$ cat src/hdl/dssc_defines.svh
// Offsets, field positions, reset values and prescaler moduli of the serial configuration port
// Overview of operation
// - Data shifts into 22-bit register, MSB first
// - Load strobe rise copies word to one latch
// - Select 00 second reference, 01 first reference
// - Select 10 second feedback, 11 first feedback
// - Reference ratio bits 1-15, 3..32767 only
// - Swallow count bits 1-7, any 0..127
// - Main count bits 8-18, 3..2047 only
// - Feedback divides by modulus times main plus swallow
// - Bit 19 picks modulus, bit 20 powerdown
// - Reference bit 16 sets detector polarity
// - Reference bit 17 selects full or quarter current
// - Reference bit 18 puts pump in high impedance
// - Lock-detect bits pick output when functions zero
// - Disabled output is driven low
// - One function bit shows divider output
// - Both function bits: fast acquisition or counter reset
// - Fast acquisition grounds resistor when current high
// - Lock output high while selected loops locked
// - Pump active at powerdown gives synchronous powerdown
// - Pump high-z at powerdown gives asynchronous powerdown
// - Synchronous waits for pump idle; asynchronous immediate
// - Powered-down loop holds dividers; oscillator until both
// - Serial port keeps working during powerdown
// - Latching zero powerdown bit powers up at once
`ifndef DSSC_DEFINES_SVH
`define DSSC_DEFINES_SVH

`define DSSC_SHIFT_WIDTH     22
`define DSSC_LATCH_WIDTH     20
`define DSSC_OFS_REF2        2'h0
`define DSSC_OFS_REF1        2'h1
`define DSSC_OFS_FB2         2'h2
`define DSSC_OFS_FB1         2'h3
`define DSSC_REF_RATIO_LSB   0
`define DSSC_REF_RATIO_MSB   14
`define DSSC_POLARITY_POS    15
`define DSSC_CURRENT_POS     16
`define DSSC_HIGHZ_POS       17
`define DSSC_LOCKSEL_POS     18
`define DSSC_OUTFUNC_POS     19
`define DSSC_SWALLOW_LSB     0
`define DSSC_SWALLOW_MSB     6
`define DSSC_MAIN_LSB        7
`define DSSC_MAIN_MSB        17
`define DSSC_MODULUS_POS     18
`define DSSC_POWERDOWN_POS   19
`define DSSC_LATCH_RESET     20'h00000
`define DSSC_MOD_LOW         8'h40
`define DSSC_MOD_HIGH        8'h80

`endif

$ cat src/hdl/dssc_pkg.sv
// Types shared by the serial configuration block
package dssc_pkg;

    typedef struct packed {
        logic [14:0] ratio;
        logic        polarity;
        logic        currentLevel;
        logic        pumpHighz;
        logic        lockSel;
        logic        outFunc;
    } dssc_ref_s;

    typedef struct packed {
        logic [10:0] mainCount;
        logic [6:0]  swallowCount;
        logic        modulusSel;
        logic        powerdown;
    } dssc_fb_s;

    typedef struct packed {
        logic        polarity;
        logic        fullCurrent;
        logic        pumpHighz;
        logic        counterReset;
        logic        poweredDown;
        logic [7:0]  modulus;
        logic [18:0] fbRatio;
    } dssc_loop_s;

    typedef enum logic [2:0] {
        DSSC_PD_ACTIVE  = 3'b001,
        DSSC_PD_WAIT    = 3'b010,
        DSSC_PD_DOWN    = 3'b100
    } dssc_pd_e;

endpackage : dssc_pkg

$ cat src/hdl/dssc_sync.sv
// Two-flop synchroniser with rising-edge detector for the serial pins
`timescale 1ns/1ps
module dssc_sync (
    // Clock and reset
    input  wire logic clock,
    input  wire logic rst_b,
    // Pin in
    input  wire logic pinIn,
    // Synchronised level and edge
    output logic      level,
    output logic      rise
);
    logic meta_reg;
    logic sync_reg;
    logic last_reg;

    always_ff @(posedge clock or negedge rst_b) begin
        if (!rst_b) begin
            meta_reg <= 1'b0;
            sync_reg <= 1'b0;
            last_reg <= 1'b0;
        end else begin
            meta_reg <= pinIn;
            sync_reg <= meta_reg;
            last_reg <= sync_reg;
        end
    end

    assign level = sync_reg;
    assign rise  = sync_reg & ~last_reg;
endmodule : dssc_sync

$ cat src/hdl/dssc_powerdown.sv
// Per-loop powerdown sequencer: synchronous or asynchronous entry
`timescale 1ns/1ps
module dssc_powerdown
    import dssc_pkg::*;
(
    // Clock and reset
    input  wire logic clock,
    input  wire logic rst_b,
    // Latch event and latched bits
    input  wire logic fbLoad,
    input  wire logic powerdownBit,
    input  wire logic highzBit,
    // Charge pump idle indication
    input  wire logic pumpIdle,
    // Status
    output logic      poweredDown
);
    dssc_pd_e state_reg;

    always_ff @(posedge clock or negedge rst_b) begin
        if (!rst_b) begin
            state_reg <= DSSC_PD_ACTIVE;
        end else if (fbLoad && !powerdownBit) begin
            state_reg <= DSSC_PD_ACTIVE;
        end else if (fbLoad && powerdownBit && state_reg == DSSC_PD_ACTIVE) begin
            if (highzBit) begin
                state_reg <= DSSC_PD_DOWN;
            end else begin
                state_reg <= DSSC_PD_WAIT;
            end
        end else begin
            unique case (state_reg)
                DSSC_PD_WAIT: begin
                    if (pumpIdle) begin
                        state_reg <= DSSC_PD_DOWN;
                    end
                end
                DSSC_PD_ACTIVE, DSSC_PD_DOWN: begin
                    state_reg <= state_reg;
                end
                default: begin
                    state_reg <= DSSC_PD_ACTIVE;
                end
            endcase
        end
    end

    assign poweredDown = (state_reg == DSSC_PD_DOWN);
endmodule : dssc_powerdown

$ cat src/hdl/dssc_serial_config.sv
// Serial programming port, configuration latches and output multiplexer
`timescale 1ns/1ps
`include "dssc_defines.svh"
module dssc_serial_config
    import dssc_pkg::*;
(
    // Clock and reset
    input  wire logic               clock,
    input  wire logic               rst_b,
    // Serial programming pins
    input  wire logic               serialData,
    input  wire logic               serialClock,
    input  wire logic               load_strobe,
    // Loop status from analog side
    input  wire logic               loop1Locked,
    input  wire logic               loop2Locked,
    input  wire logic               loop1PumpIdle,
    input  wire logic               loop2PumpIdle,
    input  wire logic               loop1RefOut,
    input  wire logic               loop2RefOut,
    input  wire logic               loop1FbOut,
    input  wire logic               loop2FbOut,
    // Loop settings
    output dssc_pkg::dssc_ref_s     first_loopRef,
    output dssc_pkg::dssc_ref_s     second_loopRef,
    output dssc_pkg::dssc_fb_s      first_loopFb,
    output dssc_pkg::dssc_fb_s      second_loopFb,
    output dssc_pkg::dssc_loop_s    first_loopCtrl,
    output dssc_pkg::dssc_loop_s    second_loopCtrl,
    output logic                    oscEnable,
    // Multi-function pin, open drain when switching resistor
    output logic                    multi_function_output,
    output logic                    multiFunctionOe
);
    import dssc_pkg::*;

    logic                          dataLevel;
    logic                          clkRise;
    logic                          strobeRise;
    logic [`DSSC_SHIFT_WIDTH-1:0]  shift_reg;
    dssc_ref_s                     ref1_reg;
    dssc_ref_s                     ref2_reg;
    dssc_fb_s                      fb1_reg;
    dssc_fb_s                      fb2_reg;
    logic                          pd1;
    logic                          pd2;
    logic                          fb1Load;
    logic                          fb2Load;
    logic [1:0]                    lockSel;
    logic [1:0]                    outFunc;
    logic                          fastMode;
    logic                          reset1;
    logic                          reset2;
    logic                          mfoNext;
    logic                          mfoOeNext;
    logic                          mfo_reg;
    logic                          mfoOe_reg;

    // Latch destination decode
    function automatic logic selHit(input logic [1:0] sel, input logic [1:0] ofs);
        selHit = (sel == ofs);
    endfunction : selHit

    // Field unpacking from the upper 20 bits of the word, above the select bits
    function automatic dssc_ref_s toRef(input logic [`DSSC_LATCH_WIDTH-1:0] w);
        toRef.ratio        = w[`DSSC_REF_RATIO_MSB:`DSSC_REF_RATIO_LSB];
        toRef.polarity     = w[`DSSC_POLARITY_POS];
        toRef.currentLevel = w[`DSSC_CURRENT_POS];
        toRef.pumpHighz    = w[`DSSC_HIGHZ_POS];
        toRef.lockSel      = w[`DSSC_LOCKSEL_POS];
        toRef.outFunc      = w[`DSSC_OUTFUNC_POS];
    endfunction : toRef

    function automatic dssc_fb_s toFb(input logic [`DSSC_LATCH_WIDTH-1:0] w);
        toFb.swallowCount = w[`DSSC_SWALLOW_MSB:`DSSC_SWALLOW_LSB];
        toFb.mainCount    = w[`DSSC_MAIN_MSB:`DSSC_MAIN_LSB];
        toFb.modulusSel   = w[`DSSC_MODULUS_POS];
        toFb.powerdown    = w[`DSSC_POWERDOWN_POS];
    endfunction : toFb

    // Feedback ratio: modulus times main count plus swallow count
    function automatic logic [18:0] fbRatio(input dssc_fb_s f);
        logic [7:0] m;
        m = f.modulusSel ? `DSSC_MOD_HIGH : `DSSC_MOD_LOW;
        fbRatio = 19'(m * f.mainCount) + 19'(f.swallowCount);
    endfunction : fbRatio

    dssc_sync uSyncData (
        .clock (clock),
        .rst_b (rst_b),
        .pinIn (serialData),
        .level (dataLevel),
        .rise  ()
    );

    dssc_sync uSyncClk (
        .clock (clock),
        .rst_b (rst_b),
        .pinIn (serialClock),
        .level (),
        .rise  (clkRise)
    );

    dssc_sync uSyncStrobe (
        .clock (clock),
        .rst_b (rst_b),
        .pinIn (load_strobe),
        .level (),
        .rise  (strobeRise)
    );

    // Serial shift, never gated by powerdown
    always_ff @(posedge clock or negedge rst_b) begin
        if (!rst_b) begin
            shift_reg <= '0;
        end else if (clkRise) begin
            shift_reg <= {shift_reg[`DSSC_SHIFT_WIDTH-2:0], dataLevel};
        end
    end

    // Reference latches
    always_ff @(posedge clock or negedge rst_b) begin
        if (!rst_b) begin
            ref1_reg <= dssc_ref_s'(`DSSC_LATCH_RESET);
            ref2_reg <= dssc_ref_s'(`DSSC_LATCH_RESET);
        end else if (strobeRise) begin
            if (selHit(shift_reg[1:0], `DSSC_OFS_REF2)) begin
                ref2_reg <= toRef(shift_reg[`DSSC_SHIFT_WIDTH-1:2]);
            end
            if (selHit(shift_reg[1:0], `DSSC_OFS_REF1)) begin
                ref1_reg <= toRef(shift_reg[`DSSC_SHIFT_WIDTH-1:2]);
            end
        end
    end

    assign fb1Load = strobeRise && selHit(shift_reg[1:0], `DSSC_OFS_FB1);
    assign fb2Load = strobeRise && selHit(shift_reg[1:0], `DSSC_OFS_FB2);

    // Feedback latches
    always_ff @(posedge clock or negedge rst_b) begin
        if (!rst_b) begin
            fb1_reg <= dssc_fb_s'(`DSSC_LATCH_RESET);
            fb2_reg <= dssc_fb_s'(`DSSC_LATCH_RESET);
        end else begin
            if (fb2Load) begin
                fb2_reg <= toFb(shift_reg[`DSSC_SHIFT_WIDTH-1:2]);
            end
            if (fb1Load) begin
                fb1_reg <= toFb(shift_reg[`DSSC_SHIFT_WIDTH-1:2]);
            end
        end
    end

    dssc_powerdown uPd1 (
        .clock        (clock),
        .rst_b        (rst_b),
        .fbLoad       (fb1Load),
        .powerdownBit (shift_reg[`DSSC_POWERDOWN_POS+2]),
        .highzBit     (ref1_reg.pumpHighz),
        .pumpIdle     (loop1PumpIdle),
        .poweredDown  (pd1)
    );

    dssc_powerdown uPd2 (
        .clock        (clock),
        .rst_b        (rst_b),
        .fbLoad       (fb2Load),
        .powerdownBit (shift_reg[`DSSC_POWERDOWN_POS+2]),
        .highzBit     (ref2_reg.pumpHighz),
        .pumpIdle     (loop2PumpIdle),
        .poweredDown  (pd2)
    );

    assign lockSel  = {ref1_reg.lockSel, ref2_reg.lockSel};
    assign outFunc  = {ref1_reg.outFunc, ref2_reg.outFunc};
    assign fastMode = (outFunc == 2'b11) && (lockSel == 2'b00);
    assign reset2   = (outFunc == 2'b11) && ref2_reg.lockSel;
    assign reset1   = (outFunc == 2'b11) && ref1_reg.lockSel;

    // Multi-function output selection
    always_comb begin
        mfoNext   = 1'b0;
        mfoOeNext = 1'b1;
        unique case (outFunc)
            2'b00: begin
                unique case (lockSel)
                    2'b00: mfoNext = 1'b0;
                    2'b01: mfoNext = loop2Locked;
                    2'b10: mfoNext = loop1Locked;
                    2'b11: mfoNext = loop1Locked & loop2Locked;
                endcase
            end
            2'b01: begin
                mfoNext = ref2_reg.lockSel ? loop2FbOut : loop2RefOut;
            end
            2'b10: begin
                mfoNext = ref2_reg.lockSel ? loop1FbOut : loop1RefOut;
            end
            2'b11: begin
                // Resistor switch pulls low while either pump runs at full current
                if (fastMode && (ref1_reg.currentLevel || ref2_reg.currentLevel)) begin
                    mfoNext = 1'b0;
                end else begin
                    mfoOeNext = !fastMode;
                end
            end
        endcase
    end

    always_ff @(posedge clock or negedge rst_b) begin
        if (!rst_b) begin
            mfo_reg   <= 1'b0;
            mfoOe_reg <= 1'b1;
        end else begin
            mfo_reg   <= mfoNext;
            mfoOe_reg <= mfoOeNext;
        end
    end

    assign multi_function_output = mfo_reg;
    assign multiFunctionOe       = mfoOe_reg;

    assign first_loopRef  = ref1_reg;
    assign second_loopRef = ref2_reg;
    assign first_loopFb   = fb1_reg;
    assign second_loopFb  = fb2_reg;

    // Per-loop control summary
    always_comb begin
        first_loopCtrl.polarity     = ref1_reg.polarity;
        first_loopCtrl.fullCurrent  = ref1_reg.currentLevel;
        first_loopCtrl.pumpHighz    = ref1_reg.pumpHighz | reset1 | pd1;
        first_loopCtrl.counterReset = reset1 | pd1;
        first_loopCtrl.poweredDown  = pd1;
        first_loopCtrl.modulus      = fb1_reg.modulusSel ? `DSSC_MOD_HIGH : `DSSC_MOD_LOW;
        first_loopCtrl.fbRatio      = fbRatio(fb1_reg);
        second_loopCtrl.polarity     = ref2_reg.polarity;
        second_loopCtrl.fullCurrent  = ref2_reg.currentLevel;
        second_loopCtrl.pumpHighz    = ref2_reg.pumpHighz | reset2 | pd2;
        second_loopCtrl.counterReset = reset2 | pd2;
        second_loopCtrl.poweredDown  = pd2;
        second_loopCtrl.modulus      = fb2_reg.modulusSel ? `DSSC_MOD_HIGH : `DSSC_MOD_LOW;
        second_loopCtrl.fbRatio      = fbRatio(fb2_reg);
    end

    assign oscEnable = !(pd1 && pd2);
endmodule : dssc_serial_config

$ cat config.mk
export PLATFORM = sky130hd
export DESIGN_NAME = dssc_serial_config
export DESIGN_NICKNAME = d
export VERILOG_FILES = /design/src/hdl/dssc_pkg.sv /design/src/hdl/dssc_sync.sv /design/src/hdl/dssc_powerdown.sv /design/src/hdl/dssc_serial_config.sv
export VERILOG_INCLUDE_DIRS = /design/src /design/src/hdl
export SDC_FILE = /design/constraint.sdc
export NUM_CORES = 1
export LEC_CHECK = 0
export BUFFER_PORTS_ARGS = -buffer_cell sky130_fd_sc_hd__buf_2
export CAP_MARGIN = 20
export CELL_PAD_IN_SITES_DETAIL_PLACEMENT = 0
export CELL_PAD_IN_SITES_GLOBAL_PLACEMENT = 1
export CORE_MARGIN = 4
export CORE_UTILIZATION = 40
export CTS_CLUSTER_DIAMETER = 40
export DETAILED_ROUTE_END_ITERATION = 7
export GPL_TIMING_DRIVEN = 0
export PLACE_DENSITY = 0.73
export SLEW_MARGIN = 25
export SYNTH_ARGS = -nofsm -noshare
export SYNTH_HDL_FRONTEND = slang
export SYNTH_SLANG_ARGS = --single-unit
$ cat constraint.sdc
create_clock -name clock -period 7.42 [get_ports clock]
set_clock_uncertainty 0.1 [all_clocks]
set_input_delay 2.226 -clock clock [delete_from_list [all_inputs] [get_ports clock]]
set_output_delay 2.226 -clock clock [all_outputs]
set_load 0.03 [all_outputs]
== Yosys cells after proc, flatten, opt, wreduce, memory -nomap -nowiden ==
Cells that the tools add are included.

* Register bits after elaboration: 118
* Output and inout bits: 147
* Input bits: 13
* Word-level logic and storage cells: 111

* Bitwise operators: 11
* Muxes and demuxes: 18
* $add $sub $neg: 2
* Multipliers: 2
* Equality and inequality tests: 19
* Reduce and logical (&&, ||, !) cells: 26

{| class="wikitable"
|+ Operators by type and width
! kind !! number
|-
| 19-bit by 7-bit adder with 19-bit output || 2
|-
| 8-bit by 11-bit multiplier with 19-bit output || 2
|-
| 3-bit 2-to-1 mux || 8
|-
| 8-bit 2-to-1 mux || 2
|-
| 1-bit logical AND || 13
|-
| 2-bit == test, second input constant || 6
|-
| 3-bit case mux with 2 select lines || 2
|-
| 4-bit by 2-bit inequality test with 1-bit output, second input constant || 2
|-
| 1-bit case mux with 4 select lines || 2
|-
| 2-bit AND reduction || 4
|-
| 2-bit by 1-bit == test with 1-bit output, second input constant || 3
|-
| 3-bit by 1-bit == test with 1-bit output, second input constant || 2
|-
| 3-bit by 2-bit == test with 1-bit output, second input constant || 2
|-
| 3-bit == test, second input constant || 2
|-
| 2-bit zero test || 3
|-
| 3-bit by 1-bit inequality test with 1-bit output, second input constant || 2
|-
| 1-bit OR || 6
|-
| 1-bit 2-to-1 mux || 4
|-
| 2-bit OR reduction || 2
|-
| 1-bit AND || 3
|-
| 1-bit zero test || 3
|-
| 1-bit inverter || 2
|-
| 1-bit logical OR || 1
|}

== Logic depth before layout (Yosys ltp) ==
* Depth after elaboration: 7
* Gate-level depth with buffers: 13
* Mapped depth without buffers: 10

== Cells and area by module ==
From an unflattened synthesis, not the netlist that was laid out.

* Cell total of the unflattened synthesis: 593
* Area total of the unflattened synthesis: 6789.0 um2

{| class="wikitable"
|+ Modules (own cells, without submodules)
! module !! cells each !! area each (um2) !! sequential area each (um2) !! times used
|-
| dssc_serial_config || 537 || 6114.6 || 2603.7 || 1
|-
| dssc_powerdown || 22 || 203.9 || 76.3 || 2
|-
| dssc_sync || 4 || 88.8 || 75.1 || 3
|}

== Worst setup path before layout ==
Ideal clock, no wire load.

* Path kind: register to output
* Start point: register fb2_reg, in the netlist second_loopFb[1]
* End point: output second_loopCtrl[17] (netlist bit)
* Stages on the path, launching flop included: 13
* Data arrival time: 3740 ps
* Required time: 5094 ps
* Slack: 1354 ps
* Path buffers: 3
* Cells stage by stage: dfrtp_1 > clkbuf_1 > clkbuf_1 > and2_1 > ha_1 > ha_1 > ha_1 > ha_1 > ha_1 > clkbuf_1 > nand4_1 > mux2i_1 > a2111oi_2

{| class="wikitable"
|+ RTL lines
! item !! RTL line !! RTL
|-
| start, declared || dssc_serial_config.sv:44 || <nowiki>dssc_fb_s fb2_reg;</nowiki>
|-
| start signal, assigned || dssc_serial_config.sv:143 || <nowiki>fb2_reg <= dssc_fb_s'(`DSSC_LATCH_RESET);</nowiki>
|-
| start signal, assigned || dssc_serial_config.sv:146 || <nowiki>fb2_reg <= toFb(shift_reg[`DSSC_SHIFT_WIDTH-1:2]);</nowiki>
|-
| end, declared || dssc_serial_config.sv:29 || <nowiki>output dssc_pkg::dssc_loop_s second_loopCtrl,</nowiki>
|}

==> reports/summary.txt <==
run status = finished, final reports clean
Worst Path Max Fanout = 10
leakage power = 4.59 nW
area leader, netlist = dfrtp_1
Hold Path Class = reg2reg
#FFs+latches synth = 118
maximum VDD drop = 249 µV
DR vias/cell = 4.87
vias in the first global route = 4,768
GP Congestion = 0.764
commonest non-fill, non-tap cells in the layout = buf_2 (157), dfrtp_1 (115), mux2_2 (107)
r2r worst-path depth = 3
post-CTS resize count = 0
Netlist cell types = 55
# nets final = 805
Reg2Reg Setup Slack = 5.64 ns
most common library cell in the layout ignoring fill and taps = buf_2
core area = 16,100 µm²
Placed Cells = 910
HPWL after detailed placement = 11,300 µm
first-pass detailed-route iteration total = 4
Setup crit start kind = register
post-synth top area share = 0.433
die area = 18,700 µm²
RSZ-0062 raised after global routing = false
clock buffer depth = 2
Critical Path RT = 5.09 ns
family with the most delay on the worst path = adder cells
die width = 137 µm
Reg2Reg Launch Point = shift_reg[0]
die height = 137 µm
IO buf count = 147
period utilisation layout = 0.882
CTS buffer count = 17
CTS clk-pin slew, worst paths = 0.05 ns
worst path bufs/invs = 3
type of destination of the critical path = primary output
post-synthesis cell area = 6650 µm²
Final Setup Violations = 0
crit path kind = reg2out
Area contributors post-synth = dfrtp_1 (43%), mux2_2 (18%), ha_1 (14%)
later-pin clock latency in the skew report = 0.40 ns
Cell Pwr Density = 330 nW/µm²
worst hold start = uSyncData.meta_reg
# hold bufs at CTS = 0
Crit-path slowest cell = clkbuf_1
Pwr Total = 0.00277 W
FMAX = 153 MHz
gr usage total = 0.163
initial drt markers = 131
WL final = 14,800 µm
Hold Vio Cnt, Final = 0
capturing point of the worst reg2reg path = second_loopFb[9]
area grow syn2layout = 25.9%
Post-synth ARST share = 1.00
vias = 4,591
crit-path most repeated cell = ha_1
Avg WL per Cell = 15.7 µm
synthesized instance count = 523
Initial Utilization = 0.414
final slew viol count = 0
Max stage delay on crit path = 0.42 ns
Seq/Total Area, Yosys = 0.445
global-route wire length before repair = 24,200 µm
Hold Path Depth = 0
TritonCTS clock tree = built
Final min period = 6.55 ns
diode count = 0
critical path data arrival time = 4.22 ns
MaxCap Viol Count = 0
crit path cell chain = clkbuf_1 > clkbuf_1 > and2_1 > ha_1 > ha_1 > ha_1 > ha_1 > ha_1 > nand4_1 > a211oi_2 > mux2i_1 > a2111oi_2 > buf_2
number of synthesized flops with an enable pin = 0
ys flop type = dfrtp_1
Final ANT Viol Nets = 0
Layout Cells excl Fill = 942
Remaining Overflow, GRT = 0
setup TNS = 0 ns
syn avg cell area = 12.7 µm²
antenna violations before repair = 0
worst hold endpoint = uSyncData.level
drt drc = 0
FP Rows = 46
Sink Count = 118
setup bufs post-CTS = 0
clock root buffer = clkbuf_16
H-tree level count = 4
largest net degree at the start of global routing = 73
layout cell share with drive strength beyond 1 = 0.477
Synthesis Warnings = 0
io pins = 160
max reg flops = 22
==> through the flow <==
stage / worst slack [ns] / hold WS, ns / utilization / cell area (µm²)
4_1_cts: 0.820 / 0.248 / 0.521 / 8370
6_report: 0.875 / 0.246 / 0.521 / 8370
3_3_place_gp: 1.33 / 0.236 / 0.482 / 7740
2_1_floorplan: 1.35 / 0.231 / - / 6730
5_1_grt: 0.570 / 0.254 / 0.521 / 8370
3_5_place_dp: 1.27 / 0.236 / 0.484 / 7770
==> logic make-up (layout without fill, tap and decap cells) <==
group	after synthesis	count (layout)	share of synthesized area
buffers and inverters	59	239	0.0546
AOI/OAI and AO/OA	44	44	0.0491
xor gates and xnor gates	19	19	0.0250
adders and majority gates	79	79	0.151
DFF	118	118	0.445
and+or+nand+nor	87	87	0.0794
muxes	116	116	0.196
other	1	24	0.000564
==> per-layer routing <==
layer	up-vias	part of all wire	global-route usage
li1	2219	-	-
met1	2240	0.44	0.212
met2	117	0.48	0.266
met3	15	0.061	0.0474
met4	0	0.013	0.0499
met5	-	0	0
==> power by group <==
part	internal, W	switching (W)
Combinational	0.000364	0.000625
Sequential	0.000806	0.000150
Clock	0.000542	0.000278
==> cell type report <==
| type | count | area (µm²) |
|---|---|---|
| fill | 1421 | 7690 |
| multi-input combinational | 369 | 3410 |
| sequential | 118 | 2960 |
| timing repair buffer | 148 | 769 |
| clock buffer | 22 | 464 |
| buffer | 52 | 337 |
| tap | 216 | 270 |
| clock inverter | 10 | 130 |
| inverter | 7 | 26.3 |
==> cells in the mapped netlist, drive strengths merged, types with 5 or more instances <==
master  instances
o21ai           7
clkbuf          7
mux2          111
nor2           11
buf            45
dfrtp         115
mux2i           5
inv             7
and2           10
a21oi          12
nand4           6
xnor2          13
nor3            7
ha             77
nand3           6
xor2            6
nor2b          17
nand2           8
==> worst max path at each step <==
stage,startpoint,to,slack (ns),depth (start not counted)
2_1_floorplan,second_loopFb[1],second_loopCtrl[17],1.35,12
3_3_place_gp,second_loopFb[1],second_loopCtrl[18],1.33,13
3_5_place_dp,second_loopFb[1],second_loopCtrl[17],1.27,13
4_1_cts,second_loopFb[1],second_loopCtrl[17],0.82,13
5_1_grt,second_loopFb[1],second_loopCtrl[18],0.57,13
6_report,second_loopFb[1],second_loopCtrl[17],0.87,13
Note: power is estimated with default switching activity, not from simulation.
